`config.mk`:
```
export PLATFORM = sky130hd
export DESIGN_NAME = dprp_profile_regs
export DESIGN_NICKNAME = d
export VERILOG_FILES = /design/src/core/dprp_pkg.sv /design/src/core/dprp_ref_select.sv /design/src/core/dprp_profile_regs.sv
export SDC_FILE = /design/constraint.sdc
export NUM_CORES = 1
export LEC_CHECK = 0
export BUFFER_PORTS_ARGS = -buffer_cell sky130_fd_sc_hd__buf_4
export CAP_MARGIN = 10
export CORE_MARGIN = 8
export CORE_UTILIZATION = 55
export CTS_BUF_LIST = sky130_fd_sc_hd__clkbuf_16
export CTS_CLUSTER_DIAMETER = 50
export DETAILED_ROUTE_END_ITERATION = 7
export GPL_TIMING_DRIVEN = 0
export PLACE_DENSITY_LB_ADDON = 0.12
export SLEW_MARGIN = 0
export SYNTH_ARGS = -nofsm -noshare
export SYNTH_HDL_FRONTEND = slang
export SYNTH_SLANG_ARGS = --single-unit
export TNS_END_PERCENT = 1
```
`constraint.sdc`:
```
create_clock -name ref_clk_i -period 4.6 [get_ports ref_clk_i]
set_clock_uncertainty 0.1 [all_clocks]
set_input_delay 0 -clock ref_clk_i [delete_from_list [all_inputs] [get_ports ref_clk_i]]
set_output_delay 0 -clock ref_clk_i [all_outputs]
set_load 0.01 [all_outputs]
```
`src/core/dprp_pkg.sv`:
```
// constants and helpers shared by the reference profile register bank
// assumes a 32-bit word per register, byte address equal to four times the index
package dprp_pkg;

	localparam int NUM_LOOPS = 2;
	localparam int BANK_SLOTS = 16;
	localparam int NUM_REFS = 4;

	// register indices for loop zero
	localparam logic [11:0] IDX_BANK_BASE = 12'h464;
	localparam logic [11:0] IDX_REF3_DEN_B0 = 12'h464;
	localparam logic [11:0] IDX_REF3_DEN_B1 = 12'h465;
	localparam logic [11:0] IDX_REF3_DEN_B2 = 12'h466;
	localparam logic [11:0] IDX_REF4_PRIO_EN = 12'h467;
	localparam logic [11:0] IDX_REF4_BW_B0 = 12'h468;
	localparam logic [11:0] IDX_REF4_BW_B1 = 12'h469;
	localparam logic [11:0] IDX_REF4_BW_B2_FILT = 12'h46a;
	localparam logic [11:0] IDX_REF4_INT_B0 = 12'h46b;
	localparam logic [11:0] IDX_REF4_INT_B1 = 12'h46c;
	localparam logic [11:0] IDX_REF4_INT_B2 = 12'h46d;
	localparam logic [11:0] IDX_REF4_NUM_B0 = 12'h46e;
	localparam logic [11:0] IDX_REF4_NUM_B1 = 12'h46f;
	localparam logic [11:0] IDX_REF4_NUM_B2 = 12'h470;
	localparam logic [11:0] IDX_REF4_DEN_B0 = 12'h471;
	localparam logic [11:0] IDX_REF4_DEN_B1 = 12'h472;
	localparam logic [11:0] IDX_REF4_DEN_B2 = 12'h473;
	localparam logic [11:0] IDX_LOOP_STATUS = 12'h47f;
	localparam logic [11:0] IDX_LOOP_STRIDE = 12'h100;

	// slot positions inside one loop bank
	localparam int SLOT_REF3_DEN_B0 = 0;
	localparam int SLOT_PRIO_EN = 3;
	localparam int SLOT_BW_B0 = 4;
	localparam int SLOT_BW_B1 = 5;
	localparam int SLOT_BW_B2 = 6;
	localparam int SLOT_INT_B0 = 7;
	localparam int SLOT_INT_B1 = 8;
	localparam int SLOT_INT_B2 = 9;
	localparam int SLOT_NUM_B0 = 10;
	localparam int SLOT_DEN_B0 = 13;

	// field positions
	localparam int POS_ENABLE = 0;
	localparam int POS_PRIO_LO = 1;
	localparam int POS_BW_TOP = 0;
	localparam int POS_FILTER_SEL = 1;
	localparam int REF4_INDEX = 3;

	localparam logic [7:0] RESET_BYTE = 8'h00;
	localparam logic [7:0] MASK_PRIO_EN = 8'h07;
	localparam logic [7:0] MASK_TWO_BITS = 8'h03;
	localparam logic [7:0] MASK_FULL = 8'hff;

	// writable bits of a slot; reserved bits stay zero
	function automatic logic [7:0] slot_mask(input int slot);
		logic [7:0] m;
		m = MASK_FULL;
		if (slot == SLOT_PRIO_EN)
			m = MASK_PRIO_EN;
		else if (slot == SLOT_BW_B2 || slot == SLOT_INT_B2)
			m = MASK_TWO_BITS;
		return m;
	endfunction : slot_mask

endpackage : dprp_pkg

```
`src/core/dprp_ref_select.sv`:
```
// picks the reference a loop tracks among enabled, valid references
// assumes all inputs come from logic on the same clock
`timescale 1ns/10ps
module dprp_ref_select #(
	parameter int NREF = 4
) (
	input wire logic [NREF-1:0] enable_i,
	input wire logic [2*NREF-1:0] priority_i,
	input wire logic [NREF-1:0] valid_i,
	output logic found_o,
	output logic [1:0] sel_o
);

	// lowest priority value wins, lowest index on a tie
	always_comb
	begin
		found_o = 1'b0;
		sel_o = 2'h0;
		for (int i = 0; i < NREF; i++)
		begin
			if (enable_i[i] && valid_i[i])
			begin
				if (!found_o || priority_i[2*i +: 2] < priority_i[2*sel_o +: 2])
				begin
					found_o = 1'b1;
					sel_o = 2'(i);
				end
			end
		end
	end

endmodule : dprp_ref_select

```
`src/core/dprp_profile_regs.sv`:
```
// per-reference loop profile register bank for two digital loops, Avalon-MM slave
// assumes the master holds read or write with address and data until waitrequest is low
// What this block does
// holds a two-bit priority for reference input four, zero after reset and zero being the highest.
// bit 0 of the priority register enables reference input four; while clear the loop never tracks it.
// a 17-bit bandwidth factor in 0.1 Hz steps spans three bytes, its top bit in bit 0 of the third.
// software keeps the bandwidth below one twentieth of the phase-detector frequency.
// software avoids bandwidths below 50 Hz when the system clock comes from a crystal.
// bit 1 of the third bandwidth byte selects the high phase-margin filter, clear selects normal.
// software should pick the high phase-margin filter above 2 kHz.
// an 18-bit integer divider minus one spans three bytes, its top two bits in bits 1:0 of the third.
// a 24-bit fraction numerator spans three bytes, low byte first, reset to zero.
// a 24-bit fraction denominator spans three bytes, low byte first, reset to zero.
// loop one repeats loop zero's registers 0x0100 higher with the same reset values.
// division is stored integer plus one plus numerator over denominator, for reference input four whether or not it is tracked.
// among enabled valid references the lowest priority value is preferred.
`timescale 1ns/10ps
module dprp_profile_regs #(
	parameter int NLOOP = 2,
	parameter int ADDR_W = 14
) (
	input wire logic ref_clk_i,
	input wire logic reset_n_i,
	input wire logic [ADDR_W-1:0] avs_address_i,
	input wire logic avs_read_i,
	input wire logic avs_write_i,
	input wire logic [3:0] avs_byteenable_i,
	input wire logic [31:0] avs_writedata_i,
	output logic [31:0] avs_readdata_o,
	output logic avs_waitrequest_o,
	input wire logic [4*NLOOP-1:0] ref_valid_i,
	input wire logic [3*NLOOP-1:0] other_ref_enable_i,
	input wire logic [6*NLOOP-1:0] other_ref_priority_i,
	output logic [NLOOP-1:0] ref_found_o,
	output logic [2*NLOOP-1:0] ref_selected_o,
	output logic [NLOOP-1:0] ref4_tracked_o,
	output logic [17*NLOOP-1:0] loop_bandwidth_o,
	output logic [NLOOP-1:0] high_pm_filter_o,
	output logic [19*NLOOP-1:0] fb_divide_int_o,
	output logic [24*NLOOP-1:0] fb_numerator_o,
	output logic [24*NLOOP-1:0] fb_denominator_o,
	output logic [24*NLOOP-1:0] ref3_fb_denominator_o
);

	localparam int NSLOT = dprp_pkg::BANK_SLOTS;

	logic [7:0] regs_ff [0:NLOOP*NSLOT-1];
	logic [31:0] avs_readdata_ff;
	logic avs_waitrequest_ff;
	logic [NLOOP-1:0] ref_found_ff;
	logic [2*NLOOP-1:0] ref_selected_ff;
	logic [NLOOP-1:0] ref4_tracked_ff;
	logic [17*NLOOP-1:0] loop_bandwidth_ff;
	logic [NLOOP-1:0] high_pm_filter_ff;
	logic [19*NLOOP-1:0] fb_divide_int_ff;
	logic [24*NLOOP-1:0] fb_numerator_ff;
	logic [24*NLOOP-1:0] fb_denominator_ff;
	logic [24*NLOOP-1:0] ref3_fb_denominator_ff;

	// address decode
	wire [11:0] word_idx = avs_address_i[13:2];
	wire bus_req = avs_read_i || avs_write_i;
	wire accept = bus_req && !avs_waitrequest_ff;
	wire [NLOOP-1:0] bank_hit;
	wire [NLOOP-1:0] status_hit;
	wire [3:0] slot_sel [0:NLOOP-1];
	wire [NLOOP-1:0] sel_found;
	wire [1:0] sel_idx [0:NLOOP-1];
	wire [7:0] rd_byte;
	wire [NLOOP-1:0] rd_bank_hit;

	// profile bytes gathered into fields
	function automatic logic [23:0] three_bytes(input int base, input logic [7:0] b0, input logic [7:0] b1,
		input logic [7:0] b2);
		three_bytes = {b2, b1, b0};
	endfunction : three_bytes

	genvar l;
	generate
		for (l = 0; l < NLOOP; l++)
		begin : g_loop
			localparam logic [11:0] BASE = 12'(dprp_pkg::IDX_BANK_BASE + 12'(l) * dprp_pkg::IDX_LOOP_STRIDE);
			localparam logic [11:0] STAT = 12'(dprp_pkg::IDX_LOOP_STATUS + 12'(l) * dprp_pkg::IDX_LOOP_STRIDE);
			localparam int O = l * NSLOT;
			wire [11:0] rel = 12'(word_idx - BASE);
			wire [7:0] prio_reg = regs_ff[O + dprp_pkg::SLOT_PRIO_EN];
			wire [23:0] bw_raw = three_bytes(0, regs_ff[O + dprp_pkg::SLOT_BW_B0],
				regs_ff[O + dprp_pkg::SLOT_BW_B1], regs_ff[O + dprp_pkg::SLOT_BW_B2]);
			wire [23:0] int_raw = three_bytes(0, regs_ff[O + dprp_pkg::SLOT_INT_B0],
				regs_ff[O + dprp_pkg::SLOT_INT_B1], regs_ff[O + dprp_pkg::SLOT_INT_B2]);
			wire [23:0] num_raw = three_bytes(0, regs_ff[O + dprp_pkg::SLOT_NUM_B0],
				regs_ff[O + dprp_pkg::SLOT_NUM_B0 + 1], regs_ff[O + dprp_pkg::SLOT_NUM_B0 + 2]);
			wire [23:0] den_raw = three_bytes(0, regs_ff[O + dprp_pkg::SLOT_DEN_B0],
				regs_ff[O + dprp_pkg::SLOT_DEN_B0 + 1], regs_ff[O + dprp_pkg::SLOT_DEN_B0 + 2]);
			wire [23:0] ref3_den_raw = three_bytes(0, regs_ff[O + dprp_pkg::SLOT_REF3_DEN_B0],
				regs_ff[O + dprp_pkg::SLOT_REF3_DEN_B0 + 1], regs_ff[O + dprp_pkg::SLOT_REF3_DEN_B0 + 2]);
			wire [3:0] en_vec = {prio_reg[dprp_pkg::POS_ENABLE], other_ref_enable_i[3*l +: 3]};
			wire [7:0] prio_vec = {prio_reg[dprp_pkg::POS_PRIO_LO +: 2], other_ref_priority_i[6*l +: 6]};
			wire tracks_ref4 = sel_found[l] && sel_idx[l] == 2'(dprp_pkg::REF4_INDEX);

			// loop one bank offset
			assign bank_hit[l] = word_idx >= BASE && rel < 12'(NSLOT);
			assign status_hit[l] = word_idx == STAT;
			assign slot_sel[l] = rel[3:0];
			assign rd_bank_hit[l] = bank_hit[l] && avs_read_i;

			// priority selection
			dprp_ref_select #(
				.NREF(dprp_pkg::NUM_REFS)
			) u_sel (
				.enable_i(en_vec),
				.priority_i(prio_vec),
				.valid_i(ref_valid_i[4*l +: 4]),
				.found_o(sel_found[l]),
				.sel_o(sel_idx[l])
			);

			always_ff @(posedge ref_clk_i)
			begin
				if (!reset_n_i)
				begin
					ref_found_ff[l] <= 1'b0;
					ref_selected_ff[2*l +: 2] <= 2'h0;
					ref4_tracked_ff[l] <= 1'b0;
					loop_bandwidth_ff[17*l +: 17] <= 17'h00000;
					high_pm_filter_ff[l] <= 1'b0;
					fb_divide_int_ff[19*l +: 19] <= 19'h00000;
					fb_numerator_ff[24*l +: 24] <= 24'h000000;
					fb_denominator_ff[24*l +: 24] <= 24'h000000;
					ref3_fb_denominator_ff[24*l +: 24] <= 24'h000000;
				end
				else
				begin
					ref_found_ff[l] <= sel_found[l];
					ref_selected_ff[2*l +: 2] <= sel_idx[l];
					// enable gates tracking
					ref4_tracked_ff[l] <= tracks_ref4;
					// R3 17-bit bandwidth factor
					loop_bandwidth_ff[17*l +: 17] <= bw_raw[16:0];
					// base filter choice
					high_pm_filter_ff[l] <= bw_raw[16 + dprp_pkg::POS_FILTER_SEL];
					// stored integer plus one
					fb_divide_int_ff[19*l +: 19] <= 19'({1'b0, int_raw[17:0]} + 19'h00001);
					// numerator low byte first
					fb_numerator_ff[24*l +: 24] <= num_raw;
					// denominator low byte first
					fb_denominator_ff[24*l +: 24] <= den_raw;
					ref3_fb_denominator_ff[24*l +: 24] <= ref3_den_raw;
				end
			end
		end
	endgenerate

	// read data mux
	wire [3:0] rd_slot = rd_bank_hit[1] ? slot_sel[1] : slot_sel[0];
	wire rd_loop = rd_bank_hit[1];
	assign rd_byte = regs_ff[{27'h0000000, rd_loop} * NSLOT + {28'h0000000, rd_slot}];
	wire [31:0] status_word0 = {28'h0000000, ref4_tracked_ff[0], ref_found_ff[0], ref_selected_ff[1:0]};
	wire [31:0] status_word1 = {28'h0000000, ref4_tracked_ff[1], ref_found_ff[1], ref_selected_ff[3:2]};
	wire [31:0] rd_word;
	assign rd_word = (|bank_hit) ? {24'h000000, rd_byte} :
		status_hit[0] ? status_word0 :
		status_hit[1] ? status_word1 :
		32'h00000000;

	// one wait cycle per access
	always_ff @(posedge ref_clk_i)
	begin
		if (!reset_n_i)
		begin
			avs_waitrequest_ff <= 1'b1;
			avs_readdata_ff <= 32'h00000000;
		end
		else
		begin
			avs_waitrequest_ff <= !(bus_req && avs_waitrequest_ff);
			if (avs_read_i && avs_waitrequest_ff)
				avs_readdata_ff <= rd_word;
		end
	end

	// register writes with byte lane 0 and reserved bits masked
	always_ff @(posedge ref_clk_i)
	begin
		for (int i = 0; i < NLOOP * NSLOT; i++)
		begin
			if (!reset_n_i)
				regs_ff[i] <= dprp_pkg::RESET_BYTE;
			else if (accept && avs_write_i && avs_byteenable_i[0] && bank_hit[i / NSLOT]
				&& slot_sel[i / NSLOT] == 4'(i % NSLOT))
				regs_ff[i] <= avs_writedata_i[7:0] & dprp_pkg::slot_mask(i % NSLOT);
		end
	end

	assign avs_readdata_o = avs_readdata_ff;
	assign avs_waitrequest_o = avs_waitrequest_ff;
	assign ref_found_o = ref_found_ff;
	assign ref_selected_o = ref_selected_ff;
	assign ref4_tracked_o = ref4_tracked_ff;
	assign loop_bandwidth_o = loop_bandwidth_ff;
	assign high_pm_filter_o = high_pm_filter_ff;
	assign fb_divide_int_o = fb_divide_int_ff;
	assign fb_numerator_o = fb_numerator_ff;
	assign fb_denominator_o = fb_denominator_ff;
	assign ref3_fb_denominator_o = ref3_fb_denominator_ff;

	// checks on loop zero and the loop one bank
	wire wr_take = accept && avs_write_i && avs_byteenable_i[0];
	wire [7:0] prio0 = regs_ff[dprp_pkg::SLOT_PRIO_EN];
endmodule : dprp_profile_regs

```
# After elaboration in Yosys (flattened, before gate mapping)
# Memories as Yosys holds them, arrays and structs flattened. A register that Yosys moved wholly into a read port is not among the register bits.
# Index checks and enable logic that the tools add are counted.
word_totals:
  register_bits: 79
  ramBits: 256
  inputBits: 80
  output_inout_bits: 259
  wordCells: 367
  memories: 1
op_classes:
  add_sub_neg: 5
  n_lt_le_gt_ge: 10
  eq_ne: 34
  n_shift: 4
  muxes: 171
  bitwise_logic: 38
  n_reduce_logical: 94
memory_table:
  columns: ["name", "depth", "word_bits", "read_ports", "rd_clocked_by_memory_dff", "wr", "line", "source"]
  rows:
  - ["regs_ff", 32, 8, 33, 24, 32, "dprp_profile_regs.sv:47", "logic [7:0] regs_ff [0:NLOOP*NSLOT-1];"]
op_table:
  columns: ["cell", "count"]
  rows:
  - ["8-bit 2-to-1 mux", 45]
  - ["1-bit 2-to-1 mux", 113]
  - ["4-bit == test (second input constant)", 16]
  - ["1-bit logical AND", 52]
  - ["8-bit AND", 6]
  - ["18-bit by 1-bit adder with 19-bit output (second input constant)", 2]
  - ["4-bit by 3-bit == test with 1-bit output (second input constant)", 8]
  - ["1-bit logical NOT", 32]
  - ["1-bit bitwise OR", 32]
  - ["8-bit by 4-bit variable part select with 2-bit output", 4]
  - ["12-bit by 11-bit == test with 1-bit output (second input constant)", 2]
  - ["12-bit by 11-bit greater-or-equal comparator with 1-bit output (second input constant)", 2]
  - ["12-bit by 5-bit less-than comparator with 1-bit output (second input constant)", 2]
  - ["12-bit by 11-bit subtractor with 12-bit output (second input constant)", 2]
  - ["2-bit 2-to-1 mux", 10]
  - ["4-bit by 2-bit == test with 1-bit output (second input constant)", 4]
  - ["2-bit less-than comparator", 6]
  - ["4-bit 2-to-1 mux", 3]
  - ["4-bit by 1-bit == test with 1-bit output (second input constant)", 2]
  - ["4-bit logical NOT", 2]
  - ["1-bit logical OR", 7]
  - ["5-bit by 4-bit adder with 5-bit output", 1]
  - ["2-bit == test (second input constant)", 2]
  - ["2-bit OR reduction", 1]

# Longest topological paths before layout
depth:
  ltp_word: 18
  ltp_mapped: 15
  mapped_depth_nobuf: 15

# By module
# A second synthesis with hierarchy kept.
unflattened:
  cells_unflattened: 1517
  hier_area_um2: 18036.0
by_module_without_submodules:
  columns: ["module", "instances", "cells_each", "area_per_inst_um2", "seq_area_each_um2"]
  rows:
  - ["dprp_profile_regs", 1, 1451, 17533.1, 11370.9]
  - ["dprp_ref_select", 2, 33, 251.5, 0.0]

# Least setup slack after synthesis
# OpenSTA, ideal clock, no wires.
synth_path:
  kind: "in2reg"
  from: "in avs_address_i[4]"
  to: "mem regs_ff[16][0] (enable)"
  setup_time_ns: 0.384
  t_arrival_ns: 2.776
  required_time_ns: 4.116
  setup_slack_ns: 1.340
  path_stages: 12
  n_path_buf: 4
  cell_sequence: "buf_6 clkinv_1 clkbuf_1 ha_1 nand2b_1 a21o_1 a211oi_2 o221a_2 buf_6 nand2_1 clkbuf_1 o21ai_0"
synth_lines:
  columns: ["item", "line", "source"]
  rows:
  - ["from (decl)", "dprp_profile_regs.sv:24", "input wire logic [ADDR_W-1:0] avs_address_i,"]
  - ["to (decl)", "dprp_profile_regs.sv:47", null]

# Worst setup path after layout
layout_path:
  from: "in ref_valid_i[5]"
  to: "reg ref_selected_ff[2], in the netlist ref_selected_o[2]"
layout_between:
  elab_chain_len: 12
  elab_cells_between_ends: 17
  cone_classes: "order compare: 2; shift: 2; mux: 8; reduce/logical: 5"
layout_rtl:
  columns: ["item", "line", "source"]
  rows:
  - ["from (decl)", "dprp_profile_regs.sv:31", "input wire logic [4*NLOOP-1:0] ref_valid_i,"]
  - ["1-bit logical AND *", "dprp_ref_select.sv:21", "if (enable_i[i] && valid_i[i])"]
  - ["2-bit 2-to-1 mux", "dprp_ref_select.sv:21", null]
  - ["8-bit by 4-bit variable part select with 2-bit output", "dprp_ref_select.sv:23", "if (!found_o || priority_i[2*i +: 2] < priority_i[2*sel_o +: 2])"]
  - ["2-bit less-than comparator", "dprp_ref_select.sv:23", null]
  - ["1-bit logical OR", "dprp_ref_select.sv:23", null]
  - ["2-bit 2-to-1 mux", "dprp_ref_select.sv:23", null]
  - ["2-bit 2-to-1 mux", "dprp_ref_select.sv:21", null]
  - ["8-bit by 4-bit variable part select with 2-bit output", "dprp_ref_select.sv:23", null]
  - ["2-bit less-than comparator", "dprp_ref_select.sv:23", null]
  - ["1-bit logical OR", "dprp_ref_select.sv:23", null]
  - ["2-bit 2-to-1 mux", "dprp_ref_select.sv:23", null]
  - ["2-bit 2-to-1 mux *", "dprp_ref_select.sv:21", null]
  - ["to (signal, indexed assignment)", "dprp_profile_regs.sv:135", "ref_selected_ff[2*l +: 2] <= sel_idx[l];"]
  - ["to (decl)", "dprp_profile_regs.sv:51", "logic [2*NLOOP-1:0] ref_selected_ff;"]
# Mark *: on every way between the ends. The rest lies on a longest branch, timed or not.
# A chain may end at the register's enable or synchronous reset.

==> results.yml <==
outcome:
  outcome: "finished clean"
sta:
  drv_slew: 0
  grt_setup_unrepaired: "false"
  tns_ns: 0
  setup_viol: 0
  slew_headroom: 0.1461
  period_share: 0.9388
  period_needed_ns: 4.319
  fmax_mhz: 231.6
  tightestPinTransition_ns: 1.267
  hold_viol_final: 0
critical_path:
  required_ns: 4.96
  slowest_delay_ns: 0.59
  cp.buffers_inverters: 5
  crit_slowest_cell: "dlygate4sd3_1"
  critPathLaunchType: "primary input"
  r2r-start: "avs_waitrequest_o"
  worstPathMaxFanout: 4
  worstSetupStartpoint: "ref_valid_i[5]"
  cp_top_family: "buffers and inverters"
  cp_common_cell: "dlygate4sd3_1"
  critPathKind: "in -> reg"
  worst_setup_path_end_kind: "flop"
  crit_chain: "dlygate4sd3_1 -> buf_4 -> nand2_1 -> dlygate4sd3_1 -> o21bai_1 -> mux2i_2 -> ha_1 -> o31ai_1 -> dlygate4sd3_1 -> nand2b_1 -> dlygate4sd3_1 -> a21oi_1 -> mux2_2 -> ha_1 -> o31a_1 -> o21ai_0 -> nand4_1 -> o31ai_1"
  cp.arrival_ns: 4.68
power:
  vdd_drop_max_mv: 0.3114
  power_density_nw_per_um2: 404.4
  cellLeakagePower_nw: 9.128
cells_and_area:
  final_cell_count_no_fill: 2353
  synthToLayoutAreaGrowth_pct: 26.76
  fillCellCount: 2372
  fin_area_um2: 22610
  drive_above_1_share: 0.2524
  layout.area.seq_um2: 11370
  nets: 2000
  final_common_cell: "buf_4"
  antenna_cells: 0
  final_cell_mix: "buf_4, nor2_1, dfxtp_1"
  multi_input_area_um2: 5929
routing:
  vias: 13520
  firstDrtPassIters: 5
  drt-total-wl_mm: 58.37
  drc: 0
  avgRoutedWirePerCell_um: 24.80
  first_iter_violations: 1462
  viasPerCell: 5.748
  antenna_left: 0
logic_synthesis:
  synth-edff-count: 222
  ys_seq_area_frac: 0.6374
  ys_seq_elements: 457
  yosys_warnings: 0
  syn_inst: 1502
  ys_async_sr_fraction: 0
  netlist_area_um2: 17840
  synthFlopType: "dfxtp_1"
  synth_cell_types: 63
  syn_avg_cell_area_um2: 11.88
cts:
  cts_tree: "yes"
  cts_inserted_buffers: 47
  cts_num_sinks: 457
  clk_path_buf_depth: 3
  cts_setup_buffers: 0
  clk-insertion-delay-late_ns: 0.56
  clk_pin_slew_ns: 0.06
  root_buffer: "clkbuf_16"
  htreeDepth: 2
floorplanning:
  io_pins: 339
  die_h_um: 196.1
  num_rows: 66
  coreArea_um2: 32210
  die_w_um: 196.1
  die-area_um2: 38450
  start_util: 0.5539
grt:
  grt_max_degree: 16
  overflow: 0
  grt_pass1_vias: 13350
  grt_pass1_wl_mm: 84.88
  antenna_found_initial: 0
  grtUsageTotal: 0.2961
place:
  place_congestion: 0.9535
  hpwl_mm: 43.57
  post_dp_cell_area_um2: 20590
  dp.cells: 2222
  port_buffers: 283
run:
  drv_cap: 0
worst_hold_path:
  worst_hold_path_type: "in -> reg"
  min-delay-start: "avs_read_i"
[layer usage]
| metal | wire length (µm) | GRT usage |
|---|---|---|
| met5 | 0 | 0 |
| met4 | 1803 | 0.08675 |
| met3 | 6495 | 0.06100 |
| met2 | 27500 | 0.4864 |
| met1 | 22570 | 0.3936 |
[state kept, by name (all words and copies together), names as in the netlist]
register,flops
avs_readdata_o,8
ref4_tracked_o,2
fb_numerator_o,48
avs_waitrequest_o,1
fb_divide_int_o,38
regs_ff,222
ref3_fb_denominator_o,48
fb_denominator_o,48
ref_found_o,2
ref_selected_o,4
high_pm_filter_o,2
loop_bandwidth_o,34
[path summary, 6_finish.rpt]
path / end / slack (ns) / cells after the start
setup / recovery: ref_selected_o[2] / 0.28 / 18
hold / removal: avs_readdata_o[7] / 0.03 / 5
setup reg to reg: regs_ff[5][5] / 1.74 / 4
hold reg to reg: fb_denominator_o[37] / 0.37 / 1
[tightest hold or removal path: stages]
cell	delay, ns
buf_4	0.11
nand2_4	0.10
buf_6	0.18
mux2i_1	0.12
o21ai_0	0.12
[cell usage after synthesis, drive strengths merged, types with 5 or more instances]
cell | n | share of area
a211oi | 5 | 0.0024
a21oi | 22 | 0.0062
a22o | 8 | 0.0039
a31oi | 6 | 0.0021
and2 | 187 | 0.066
and3 | 8 | 0.0028
buf | 51 | 0.019
clkbuf | 66 | 0.014
dfxtp | 235 | 0.26
edfxtp | 222 | 0.37
ha | 13 | 0.0091
inv | 12 | 0.0025
mux2 | 17 | 0.011
mux2i | 41 | 0.023
mux4 | 37 | 0.047
nand2 | 80 | 0.017
nand2b | 10 | 0.0035
nand3 | 33 | 0.0098
nand4 | 9 | 0.0032
nor2 | 269 | 0.057
nor3 | 9 | 0.0032
o211ai | 6 | 0.0025
o21ai | 75 | 0.021
o31ai | 5 | 0.0021
or3 | 9 | 0.0032
xnor2 | 9 | 0.0044
xor2 | 16 | 0.0079
[where the power goes]
group	total (mW)	internal [mW]	leakage [nW]	switching [mW]
Combinational	0.749	0.319	4.08	0.429
Sequential	4.48	4.40	4.23	0.0804
Clock	3.92	2.30	0.824	1.62
[logic make-up (layout without fill, tap and decap cells)]
logic type	count (synthesis)	in the layout	synth area share
flops	457	457	0.6374
fa+ha+maj	13	13	0.009119
mux	95	95	0.08045
other cells	1	24	0.0002102
buf+inv	130	550	0.03521
xor+xnor	25	25	0.01227
simple gates	624	624	0.1698
compound gates	157	157	0.05548
[stage by stage]
stage	util	power, mW	hold slack (ns)	worst slack [ns]
final	0.7021	9.145	0.03126	0.2813
after global routing	0.7021	9.367	0.03556	0.002107
after CTS	0.7001	9.141	0.008073	0.3290
after detailed placement	0.6393	5.266	0.1237	-0.04941
after global placement	0.6384	5.258	0.1200	-0.1273
after floorplan	-	4.905	0.01589	1.340
[area by class of cell]
class | instances | area share
buffer | 117 | 0.02562
sequential | 457 | 0.5029
inverter | 13 | 0.002158
clock buffer | 54 | 0.05976
tap | 408 | 0.02258
multi-input combinational | 938 | 0.2622
clock inverter | 33 | 0.01223
timing repair buffer | 333 | 0.1125
[repair_timing]
action,in CTS,in global routing
gates resized for setup,0,1
setup endpoints to repair,0,3
endpoints found under the hold margin,67,0
hold buffers,33,0
No activity file was read; power rests on OpenSTA's default activity.
